[src/rtl/dtw_cfg.svh]
// Register map, field positions and reset values of the delayed TX/RX warning block.
// Assumes byte addressing on a 32-bit APB bus, one register per aligned word.
`ifndef DTW_CFG_SVH
`define DTW_CFG_SVH

`define DTW_ADDR_W        8
`define DTW_OFF_CTRL      8'h00
`define DTW_OFF_DLY_TIME  8'h04
`define DTW_OFF_SYS_TIME  8'h08
`define DTW_OFF_STATUS    8'h0C
`define DTW_OFF_WARN_CNT  8'h10
`define DTW_OFF_IRQ_STAT  8'h14
`define DTW_OFF_IRQ_MASK  8'h18

`define DTW_CTRL_TX_BIT   0
`define DTW_CTRL_RX_BIT   1
`define DTW_CTRL_OFF_BIT  2
`define DTW_CTRL_EVC_BIT  3

`define DTW_ST_PEND_BIT   0
`define DTW_ST_ISRX_BIT   1
`define DTW_ST_WARN_BIT   27

`define DTW_IRQ_WARN_BIT  0
`define DTW_IRQ_GO_BIT    1
`define DTW_IRQ_W         2
`define DTW_IRQ_MASK_RST  2'h0

`endif

[src/rtl/dtw_pkg.sv]
// Types shared by the delayed TX/RX warning block.
// Assumes dtw_cfg.svh supplies the register map.
package dtw_pkg;
  typedef struct packed {
    logic        psel;
    logic        penable;
    logic        pwrite;
    logic [7:0]  paddr;
    logic [31:0] pwdata;
  } dtw_apb_req_t;

  typedef struct packed {
    logic        pready;
    logic [31:0] prdata;
    logic        pslverr;
  } dtw_apb_rsp_t;

  typedef struct packed {
    logic tx_start;
    logic rx_start;
  } dtw_go_t;
endpackage

[src/rtl/dtw_top.sv]
// Delayed TX/RX scheduler with half-period warning, warning counter and interrupt.
// Assumes one clock pclk, an APB master on the register side, radio datapath outside.
//
// Local design decisions: the placing of the registers and register access over APB.
`timescale 1ns/10ps
`include "dtw_cfg.svh"

// How it works
// - Host writes target time, then a delayed TX or RX command starts the schedule.
// - Warning flag sets while remaining delay exceeds half the time counter wrap period.
// - The warning flag is read-only; writes to the status register change nothing.
// - Warning clears on cancel or once remaining delay is no more than half period.
// - Each warning occurrence increments the warning counter while event counting is enabled.
// - Warning sits at bit 27 of status, and only concerns delayed TX/RX.
module dtw_top
  import dtw_pkg::*;
#(
  parameter int TIME_W = 32,                 // System time counter width
  parameter int CNT_W  = 12                  // Warning counter width
) (
  input  wire logic          pclk,           // Clock, 125 MHz
  input  wire logic          presetn,        // Async reset, active low
  input  wire dtw_pkg::dtw_apb_req_t apb_req, // APB request
  output dtw_pkg::dtw_apb_rsp_t      apb_rsp, // APB answer
  output dtw_pkg::dtw_go_t           go,      // One-cycle start strobes to the radio
  output logic               warn,           // Half-period warning level
  output logic               irq             // Level interrupt
);
  import dtw_pkg::*;

  typedef struct packed {
    logic [TIME_W-1:0]      time_ff;
    logic [TIME_W-1:0]      target_ff;
    logic                   pend_ff;
    logic                   isrx_ff;
    logic                   warn_ff;
    logic                   evc_ff;
    logic [CNT_W-1:0]       cnt_ff;
    logic [`DTW_IRQ_W-1:0]  ist_ff;
    logic [`DTW_IRQ_W-1:0]  imask_ff;
    logic                   irq_ff;
    dtw_apb_rsp_t           rsp_ff;
    dtw_go_t                go_ff;
  } dtw_state_t;

  dtw_state_t s_ff;
  dtw_state_t nxt_s;

  logic [TIME_W-1:0] rem;
  logic              late;
  logic              due;
  logic              acc;
  logic              wr;
  logic              rd;
  logic              cmd_tx;
  logic              cmd_rx;
  logic              cmd_off;
  logic [31:0]       rdata;
  logic              hit;
  logic [`DTW_IRQ_W-1:0] ev;

  // Modulo difference: a target already passed looks like a delay beyond half a wrap
  assign rem  = s_ff.target_ff - s_ff.time_ff;
  assign late = rem[TIME_W-1] && (|rem[TIME_W-2:0]);
  assign due  = s_ff.pend_ff && (rem == '0);

  // One wait state: pready rises on the second access cycle
  assign acc = apb_req.psel && apb_req.penable && s_ff.rsp_ff.pready;
  assign wr  = acc && apb_req.pwrite;
  assign rd  = acc && !apb_req.pwrite;

  assign cmd_off = wr && (apb_req.paddr == `DTW_OFF_CTRL) && apb_req.pwdata[`DTW_CTRL_OFF_BIT];
  assign cmd_tx  = wr && (apb_req.paddr == `DTW_OFF_CTRL) && apb_req.pwdata[`DTW_CTRL_TX_BIT];
  assign cmd_rx  = wr && (apb_req.paddr == `DTW_OFF_CTRL) && apb_req.pwdata[`DTW_CTRL_RX_BIT];

  always_comb begin
    rdata = 32'h0000_0000;
    hit   = 1'b1;
    unique case (apb_req.paddr)
      `DTW_OFF_CTRL: begin
        rdata[`DTW_CTRL_EVC_BIT] = s_ff.evc_ff;
      end
      `DTW_OFF_DLY_TIME: begin
        rdata[TIME_W-1:0] = s_ff.target_ff;
      end
      `DTW_OFF_SYS_TIME: begin
        rdata[TIME_W-1:0] = s_ff.time_ff;
      end
      `DTW_OFF_STATUS: begin
        rdata[`DTW_ST_PEND_BIT] = s_ff.pend_ff;
        rdata[`DTW_ST_ISRX_BIT] = s_ff.isrx_ff;
        rdata[`DTW_ST_WARN_BIT] = s_ff.warn_ff;
      end
      `DTW_OFF_WARN_CNT: begin
        rdata[CNT_W-1:0] = s_ff.cnt_ff;
      end
      `DTW_OFF_IRQ_STAT: begin
        rdata[`DTW_IRQ_W-1:0] = s_ff.ist_ff;
      end
      `DTW_OFF_IRQ_MASK: begin
        rdata[`DTW_IRQ_W-1:0] = s_ff.imask_ff;
      end
      default: begin
        hit = 1'b0;
      end
    endcase
  end

  always_comb begin
    nxt_s = s_ff;
    ev    = '0;
    nxt_s.time_ff = s_ff.time_ff + 1'b1;

    // APB answer
    nxt_s.rsp_ff.pready = apb_req.psel && apb_req.penable && !s_ff.rsp_ff.pready;
    if (apb_req.psel && apb_req.penable && !s_ff.rsp_ff.pready) begin
      nxt_s.rsp_ff.prdata  = apb_req.pwrite ? 32'h0000_0000 : rdata;
      nxt_s.rsp_ff.pslverr = !hit;
    end else begin
      nxt_s.rsp_ff.prdata  = 32'h0000_0000;
      nxt_s.rsp_ff.pslverr = 1'b0;
    end

    // Writes; STATUS, SYS_TIME and WARN_CNT ignore them
    if (wr && apb_req.paddr == `DTW_OFF_DLY_TIME) begin
      nxt_s.target_ff = apb_req.pwdata[TIME_W-1:0];
    end
    if (wr && apb_req.paddr == `DTW_OFF_CTRL) begin
      nxt_s.evc_ff = apb_req.pwdata[`DTW_CTRL_EVC_BIT];
    end
    if (wr && apb_req.paddr == `DTW_OFF_IRQ_MASK) begin
      nxt_s.imask_ff = apb_req.pwdata[`DTW_IRQ_W-1:0];
    end

    // Scheduling: cancel wins over a start in the same write; TX wins over RX
    nxt_s.go_ff = '0;
    if (cmd_off) begin
      nxt_s.pend_ff = 1'b0;
    end else if (cmd_tx || cmd_rx) begin
      nxt_s.pend_ff = 1'b1;
      nxt_s.isrx_ff = !cmd_tx;
    end else if (due) begin
      nxt_s.pend_ff        = 1'b0;
      nxt_s.go_ff.tx_start = !s_ff.isrx_ff;
      nxt_s.go_ff.rx_start = s_ff.isrx_ff;
      ev[`DTW_IRQ_GO_BIT]  = 1'b1;
    end

    // Compared every cycle; cleared as soon as pending drops or the delay is no longer beyond half a wrap
    nxt_s.warn_ff = s_ff.pend_ff && !cmd_off && !due && late;

    if (nxt_s.warn_ff && !s_ff.warn_ff) begin
      ev[`DTW_IRQ_WARN_BIT] = 1'b1;
      if (s_ff.evc_ff) begin
        nxt_s.cnt_ff = s_ff.cnt_ff + 1'b1;
      end
    end

    // Read clears, but an event in the same cycle survives
    if (rd && apb_req.paddr == `DTW_OFF_IRQ_STAT) begin
      nxt_s.ist_ff = ev;
    end else begin
      nxt_s.ist_ff = s_ff.ist_ff | ev;
    end
    nxt_s.irq_ff = |(nxt_s.ist_ff & s_ff.imask_ff);
  end

  always_ff @(posedge pclk or negedge presetn) begin
    if (!presetn) begin
      s_ff.time_ff   <= '0;
      s_ff.target_ff <= '0;
      s_ff.pend_ff   <= 1'b0;
      s_ff.isrx_ff   <= 1'b0;
      s_ff.warn_ff   <= 1'b0;
      s_ff.evc_ff    <= 1'b0;
      s_ff.cnt_ff    <= '0;
      s_ff.ist_ff    <= '0;
      s_ff.imask_ff  <= `DTW_IRQ_MASK_RST;
      s_ff.irq_ff    <= 1'b0;
      s_ff.rsp_ff    <= '0;
      s_ff.go_ff     <= '0;
    end else begin
      s_ff <= nxt_s;
    end
  end

  assign apb_rsp = s_ff.rsp_ff;
  assign go      = s_ff.go_ff;
  assign warn    = s_ff.warn_ff;
  assign irq     = s_ff.irq_ff;
endmodule

[config.mk]
export PLATFORM = sky130hd
export DESIGN_NAME = dtw_top
export DESIGN_NICKNAME = d
export VERILOG_FILES = /design/src/rtl/dtw_pkg.sv /design/src/rtl/dtw_top.sv
export VERILOG_INCLUDE_DIRS = /design/src /design/src/rtl
export SDC_FILE = /design/constraint.sdc
export NUM_CORES = 1
export LEC_CHECK = 0
export ABC_AREA = 1
export BUFFER_PORTS_ARGS = -buffer_cell sky130_fd_sc_hd__buf_4
export CAP_MARGIN = 20
export CORE_MARGIN = 4
export CORE_UTILIZATION = 35
export DETAILED_ROUTE_END_ITERATION = 16
export PLACE_DENSITY = 0.53
export SETUP_SLACK_MARGIN = 0.1
export SLEW_MARGIN = 5
export SYNTH_ARGS = -nofsm -noshare
export SYNTH_HDL_FRONTEND = slang
export SYNTH_SLANG_ARGS = --single-unit
[constraint.sdc]
create_clock -name pclk -period 2.6 [get_ports pclk]
set_clock_uncertainty 0.05 [all_clocks]
set_input_delay 0.26 -clock pclk [delete_from_list [all_inputs] [get_ports pclk]]
set_output_delay 0.26 -clock pclk [all_outputs]
set_load 0.02 [all_outputs]
Word-level counts from Yosys, hierarchy flattened. Cells that the tools add are included.

Register bits: 121. Word-level logic and storage cells: 83.

Add/subtract/negate cells: 3. Equality and inequality tests: 6. Muxes and demuxes: 21. Bitwise logic cells: 3. Reductions and logical operators: 35.

Operators with widths (number): $mux W33 (1); $add A32 B1 Y32 const B (1); $logic_not A32 Y1 (1); $mux W32 (1); $sub A32 B32 Y32 (1); $reduce_or A31 Y1 (1); $pmux W15 S2 (1); $eq A8 B5 Y1 const B (3); $pmux W8 S3 (1); $logic_and A1 B1 Y1 (18); $eq A8 B4 Y1 const B (2); $add A12 B1 Y12 const B (1); $pmux W2 S6 (1); $eq A8 B3 Y1 const B (1); $logic_not A1 Y1 (8); $logic_not A8 Y1 (1); $mux W1 (8); $mux W2 (4); $pmux W4 S2 (1); $reduce_or A7 Y1 (1); $pmux W1 S3 (2); $pmux W1 S4 (1); $reduce_and A2 Y1 (2); $reduce_bool A3 Y1 (1); other kinds (5) (5).

Logic depth before layout (Yosys ltp).
Depth in word-level cells: 15. Gate-level depth with buffers: 23.

Worst setup path after synthesis. OpenSTA, ideal clock, no wires.

Kind: reg-to-reg. Start: reg s_ff[98] (netlist name). End: reg s_ff[49] (netlist name). Arrival time: 2226 ps. Path slack: 207 ps. Cell stages (with the launch flop): 20. Path buffers: 1. Period minus slack after synthesis: 2393 ps. Cells stage by stage: dfrtp_1 -> inv_1 -> ha_1 -> nand2_1 -> inv_1 -> a21oi_2 -> nand3_1 -> nand2_1 -> nand2_1 -> nand2_1 -> nand2_1 -> nor2_1 -> nand2_1 -> nor2_2 -> nand3_2 -> nand3_2 -> nor2_4 -> buf_6 -> nand2_1 -> nand2_1.

Longest elaborated chain between the ends: 8. Elaborated cells between the ends (all ways): 10.

Ends and longest elaborated chain: start, declared (RTL line dtw_top.sv:46) `dtw_state_t s_ff;`; start signal, assigned (RTL line dtw_top.sv:183) `s_ff <= nxt_s;`; $sub A32 B32 Y32 (*) (RTL line dtw_top.sv:63) `assign rem = s_ff.target_ff - s_ff.time_ff;`; $logic_not A32 Y1 (RTL line dtw_top.sv:65) `assign due = s_ff.pend_ff && (rem == '0);`; $logic_and A1 B1 Y1 (RTL line dtw_top.sv:65); $logic_not A1 Y1 (RTL line dtw_top.sv:150) `nxt_s.warn_ff = s_ff.pend_ff && !cmd_off && !due && late;`; $logic_and A1 B1 Y1 (RTL line dtw_top.sv:150); $logic_and A1 B1 Y1 (*) (RTL line dtw_top.sv:150); $logic_and A1 B1 Y1 (*) (RTL line dtw_top.sv:152) `if (nxt_s.warn_ff && !s_ff.warn_ff) begin`; $reduce_and A2 Y1 (no line) (*).

Mark *: on every way between the ends. The rest lies on a longest branch, timed or not. A chain may end at the register's enable or synchronous reset.

Worst setup path in the final report.
Start: reg s_ff[60] (netlist name). End: reg s_ff[49] (netlist name).

The elaborated chain is that of the path after synthesis.

==> flow_summary.yaml <==
run_status:
  status: "complete, but fails checks"
  violations: "setup timing"
yosys:
  synth_edf_count: 0
  yosys_warnings: 0
  synth_compound_area_frac: 0.0540
  synth_cell_types: 41
  muxShareOfSynthArea: 0.0373
  synth.net_count: 1283
  yosysTopAreaCell: "dfrtp_1"
  synth_top_family_by_area: "simple AND/OR/NAND/NOR gates"
  synth_seq_cells: 121
  postSynthCellCount: 1205
  ys_seq_area_frac: 0.358
  synthArstFlopShare: 1.00
  synth-simple-area-share: 0.324
  synthTopCellsByArea: "dfrtp_1 36%, nand2_1 18%, inv_1 9.2%"
  synth_top_flop_cell: "dfrtp_1"
  syn_avg_cell_area_um2: 7.01
  netlist_area_mm2: 0.00845
  synth_fa_ha_area_frac: 0.0489
  yosysTopAreaCellShare: 0.358
  synth_xor_area_frac: 0.0446
die:
  core_mm2: 0.0236
  die_area_mm2: 0.0267
  rows: 56
  start_util: 0.358
  dieHeight_um: 163
  ios: 83
  die_w_um: 163
power:
  p_per_area_mw_per_mm2: 369
  finalPower_mw: 4.66
  power.leakage_nw: 6.51
  ir_drop_mv: 0.425
route:
  drc: 0
  firstDrtPassIters: 7
  vias: 8527
  vias_per_cell: 4.77
  wl_per_cell_um: 15.6
  wirelength_mm: 27.9
  ant_nets: 0
  drtIter0Drc: 452
clock_tree:
  clk_pin_slew_ps: 60
  htreeDepth: 4
  tritoncts: "done"
  cts-root-buf: "clkbuf_16"
  insertion_delay_ps: 420
  clk_path_buf_depth: 2
  clock-sinks: 121
  cts_inserted_buffers: 17
min_path:
  hp-start: "apb_req[0]"
  hold_depth: 2
  holdPathEnd: "s_ff[55]"
  hold_path.class: "in -> reg"
layout:
  n_antenna_cell: 0
  fin_util: 0.535
  final_cell_mix: "296 x nand2_1, 269 x buf_4, 152 x inv_1"
  nNetsFinal: 1533
  layout_commonest_cell: "nand2_1"
  drive_gt1_frac: 0.439
  area_growth_pct: 49.5
global_routing:
  grt_use_total: 0.208
  antenna_found_initial: 0
  grt_pass1_wl_mm: 43.5
  grt_pass1_vias: 8275
  gr-total-overflow: 0
  grt_start_max_net_pins: 57
sta:
  period_minus_slack_ps: 2620
  fmax_ghz: 0.382
  fin_crit_sh: 1.01
  rsz0062_at_grt: "true"
  finalWorstSetupSlack_ps: -19.4
  report.final.slew_viol_count: 0
  slew_headroom: 0.465
  max_slew.worst_pin.slew_ps: 802
  finalSetupViolCount: 14
  hold_viol_final: 0
placement:
  port_buffers: 82
  dp_slack_ps: -294
  hpwl_mm: 21.3
  place_congestion: 0.957
critical_path:
  rr_worst_depth: 19
  cp_max_fo: 12
  start_kind: "register"
  arrival_ps: 2880
  reg2reg_slack_ps: -20
  cpMaxStageDelayCell: "dfrtp_1"
  end_kind: "register"
  critPathMaxStageDelay_ps: 430
  critical_path_required_ps: 2860
  r2r-start: "s_ff[60]"
  critical_path_class: "reg -> reg"
  crit_chain: "ha_4 > nand2_1 > nand2_2 > inv_1 > nand2_4 > nand2_2 > nand2_4 > nand2_2 > nand4_1 > nand2_1 > nor2_1 > nand2_2 > nor2_4 > nand3_4 > nand3_4 > nor2_4 > buf_12 > nand2_1 > nand2_1"
  timing.rr.end: "s_ff[49]"
run:
  maxCapViolCount: 0
==> flip-flops by register name, summed over array words and instances (netlist names) <==
| name | flops |
|---|---|
| s_ff | 83 |
| apb_rsp | 34 |
| go | 2 |
| irq | 1 |
| warn | 1 |
==> where the power goes <==
group          switching, mW  internal (mW)
registers            0.00420           1.89
logic                  0.174          0.132
clock network          0.976           1.49
==> Yosys cell counts, types with 2 or more instances <==
| library cell | instances |
|---|---|
| nand2_2 | 5 |
| mux2_1 | 2 |
| nand2_1 | 399 |
| clkbuf_1 | 8 |
| xor2_1 | 39 |
| ha_1 | 33 |
| xnor2_1 | 4 |
| nor4_2 | 2 |
| buf_4 | 37 |
| and2_1 | 3 |
| buf_2 | 2 |
| nand3_2 | 4 |
| nor3_1 | 19 |
| o21bai_1 | 2 |
| a221oi_1 | 4 |
| mux2_2 | 26 |
| nor2_2 | 10 |
| inv_2 | 3 |
| inv_1 | 206 |
| o22ai_1 | 4 |
| o21ai_1 | 2 |
| nand4_1 | 24 |
| dfrtp_1 | 121 |
| o21ai_0 | 14 |
| a31oi_1 | 6 |
| nor3_2 | 9 |
| nand3_1 | 59 |
| clkinv_1 | 2 |
| nor4_1 | 7 |
| a21oi_1 | 43 |
| nor2_1 | 96 |
==> worst max path at each step <==
stage | slack (ps) | cells past startpoint | endpoint | from
6_report | -20 | 19 | s_ff[49] | s_ff[60]
2_1_floorplan | 210 | 19 | s_ff[49] | s_ff[98]
4_1_cts | 20 | 19 | s_ff[48] | s_ff[64]
5_1_grt | -170 | 14 | go[0] | s_ff[74]
3_3_place_gp | -260 | 17 | s_ff[44] | s_ff[58]
3_5_place_dp | -290 | 17 | s_ff[46] | s_ff[58]
==> routing by layer <==
layer | GRT usage | wire (um) | vias up | part of all wire
li1 | - | - | 4236 | -
met2 | 0.323 | 12700 | 211 | 0.45
met1 | 0.306 | 13300 | 4047 | 0.48
met4 | 0.0511 | 500 | 0 | 0.018
met3 | 0.0290 | 1390 | 33 | 0.050
met5 | 0 | 0 | - | 0
==> critical path: cells and delay by family, from the launching register on <==
kind / cells / cell delay (ps)
adder cells (fa/ha/maj): 1 / 330
buffers and inverters: 2 / 210
AND/OR/NAND/NOR: 16 / 1480
flip-flops: 1 / 430
==> repair_timing <==
item | in CTS | in global routing
endpoints found under the hold margin | 30 | 0
setup endpoints to repair | 25 | 27
hold buffers | 2 | 0
buffers inserted | 20 | 13
pin swaps | 63 | 92
resized for setup | 180 | 176
==> stage by stage <==
step	setup TNS, ps	hold WS (ps)	cells	area [um2]
floorplan	0	-85.6	1205	8450
global placement	-3910	174	1722	10400
detailed placement	-4550	180	1722	10400
CTS	0	2.50	1774	11900
global route	-2150	16.2	1787	12600
finish	-161	9.58	1787	12600
==> cells by family (layout without fill, tap and decap cells) <==
family / Yosys count / after routing
AND/OR/NAND/NOR: 640 / 640
flip-flops: 121 / 121
adder cells (fa/ha/maj): 33 / 33
multiplexers: 28 / 28
XOR/XNOR: 43 / 43
AO/OA/AOI/OAI: 81 / 81
buffers and inverters: 259 / 522
==> cell type report <==
| class | instances | area (um2) |
|---|---|---|
| multi-input combinational | 825 | 5630 |
| clock inverter | 13 | 154 |
| fill | 2172 | 11000 |
| clock buffer | 19 | 453 |
| tap | 319 | 399 |
| timing repair buffer | 279 | 2160 |
| sequential | 121 | 3040 |
| inverter | 211 | 797 |
Note: power is estimated with default switching activity, not from simulation.
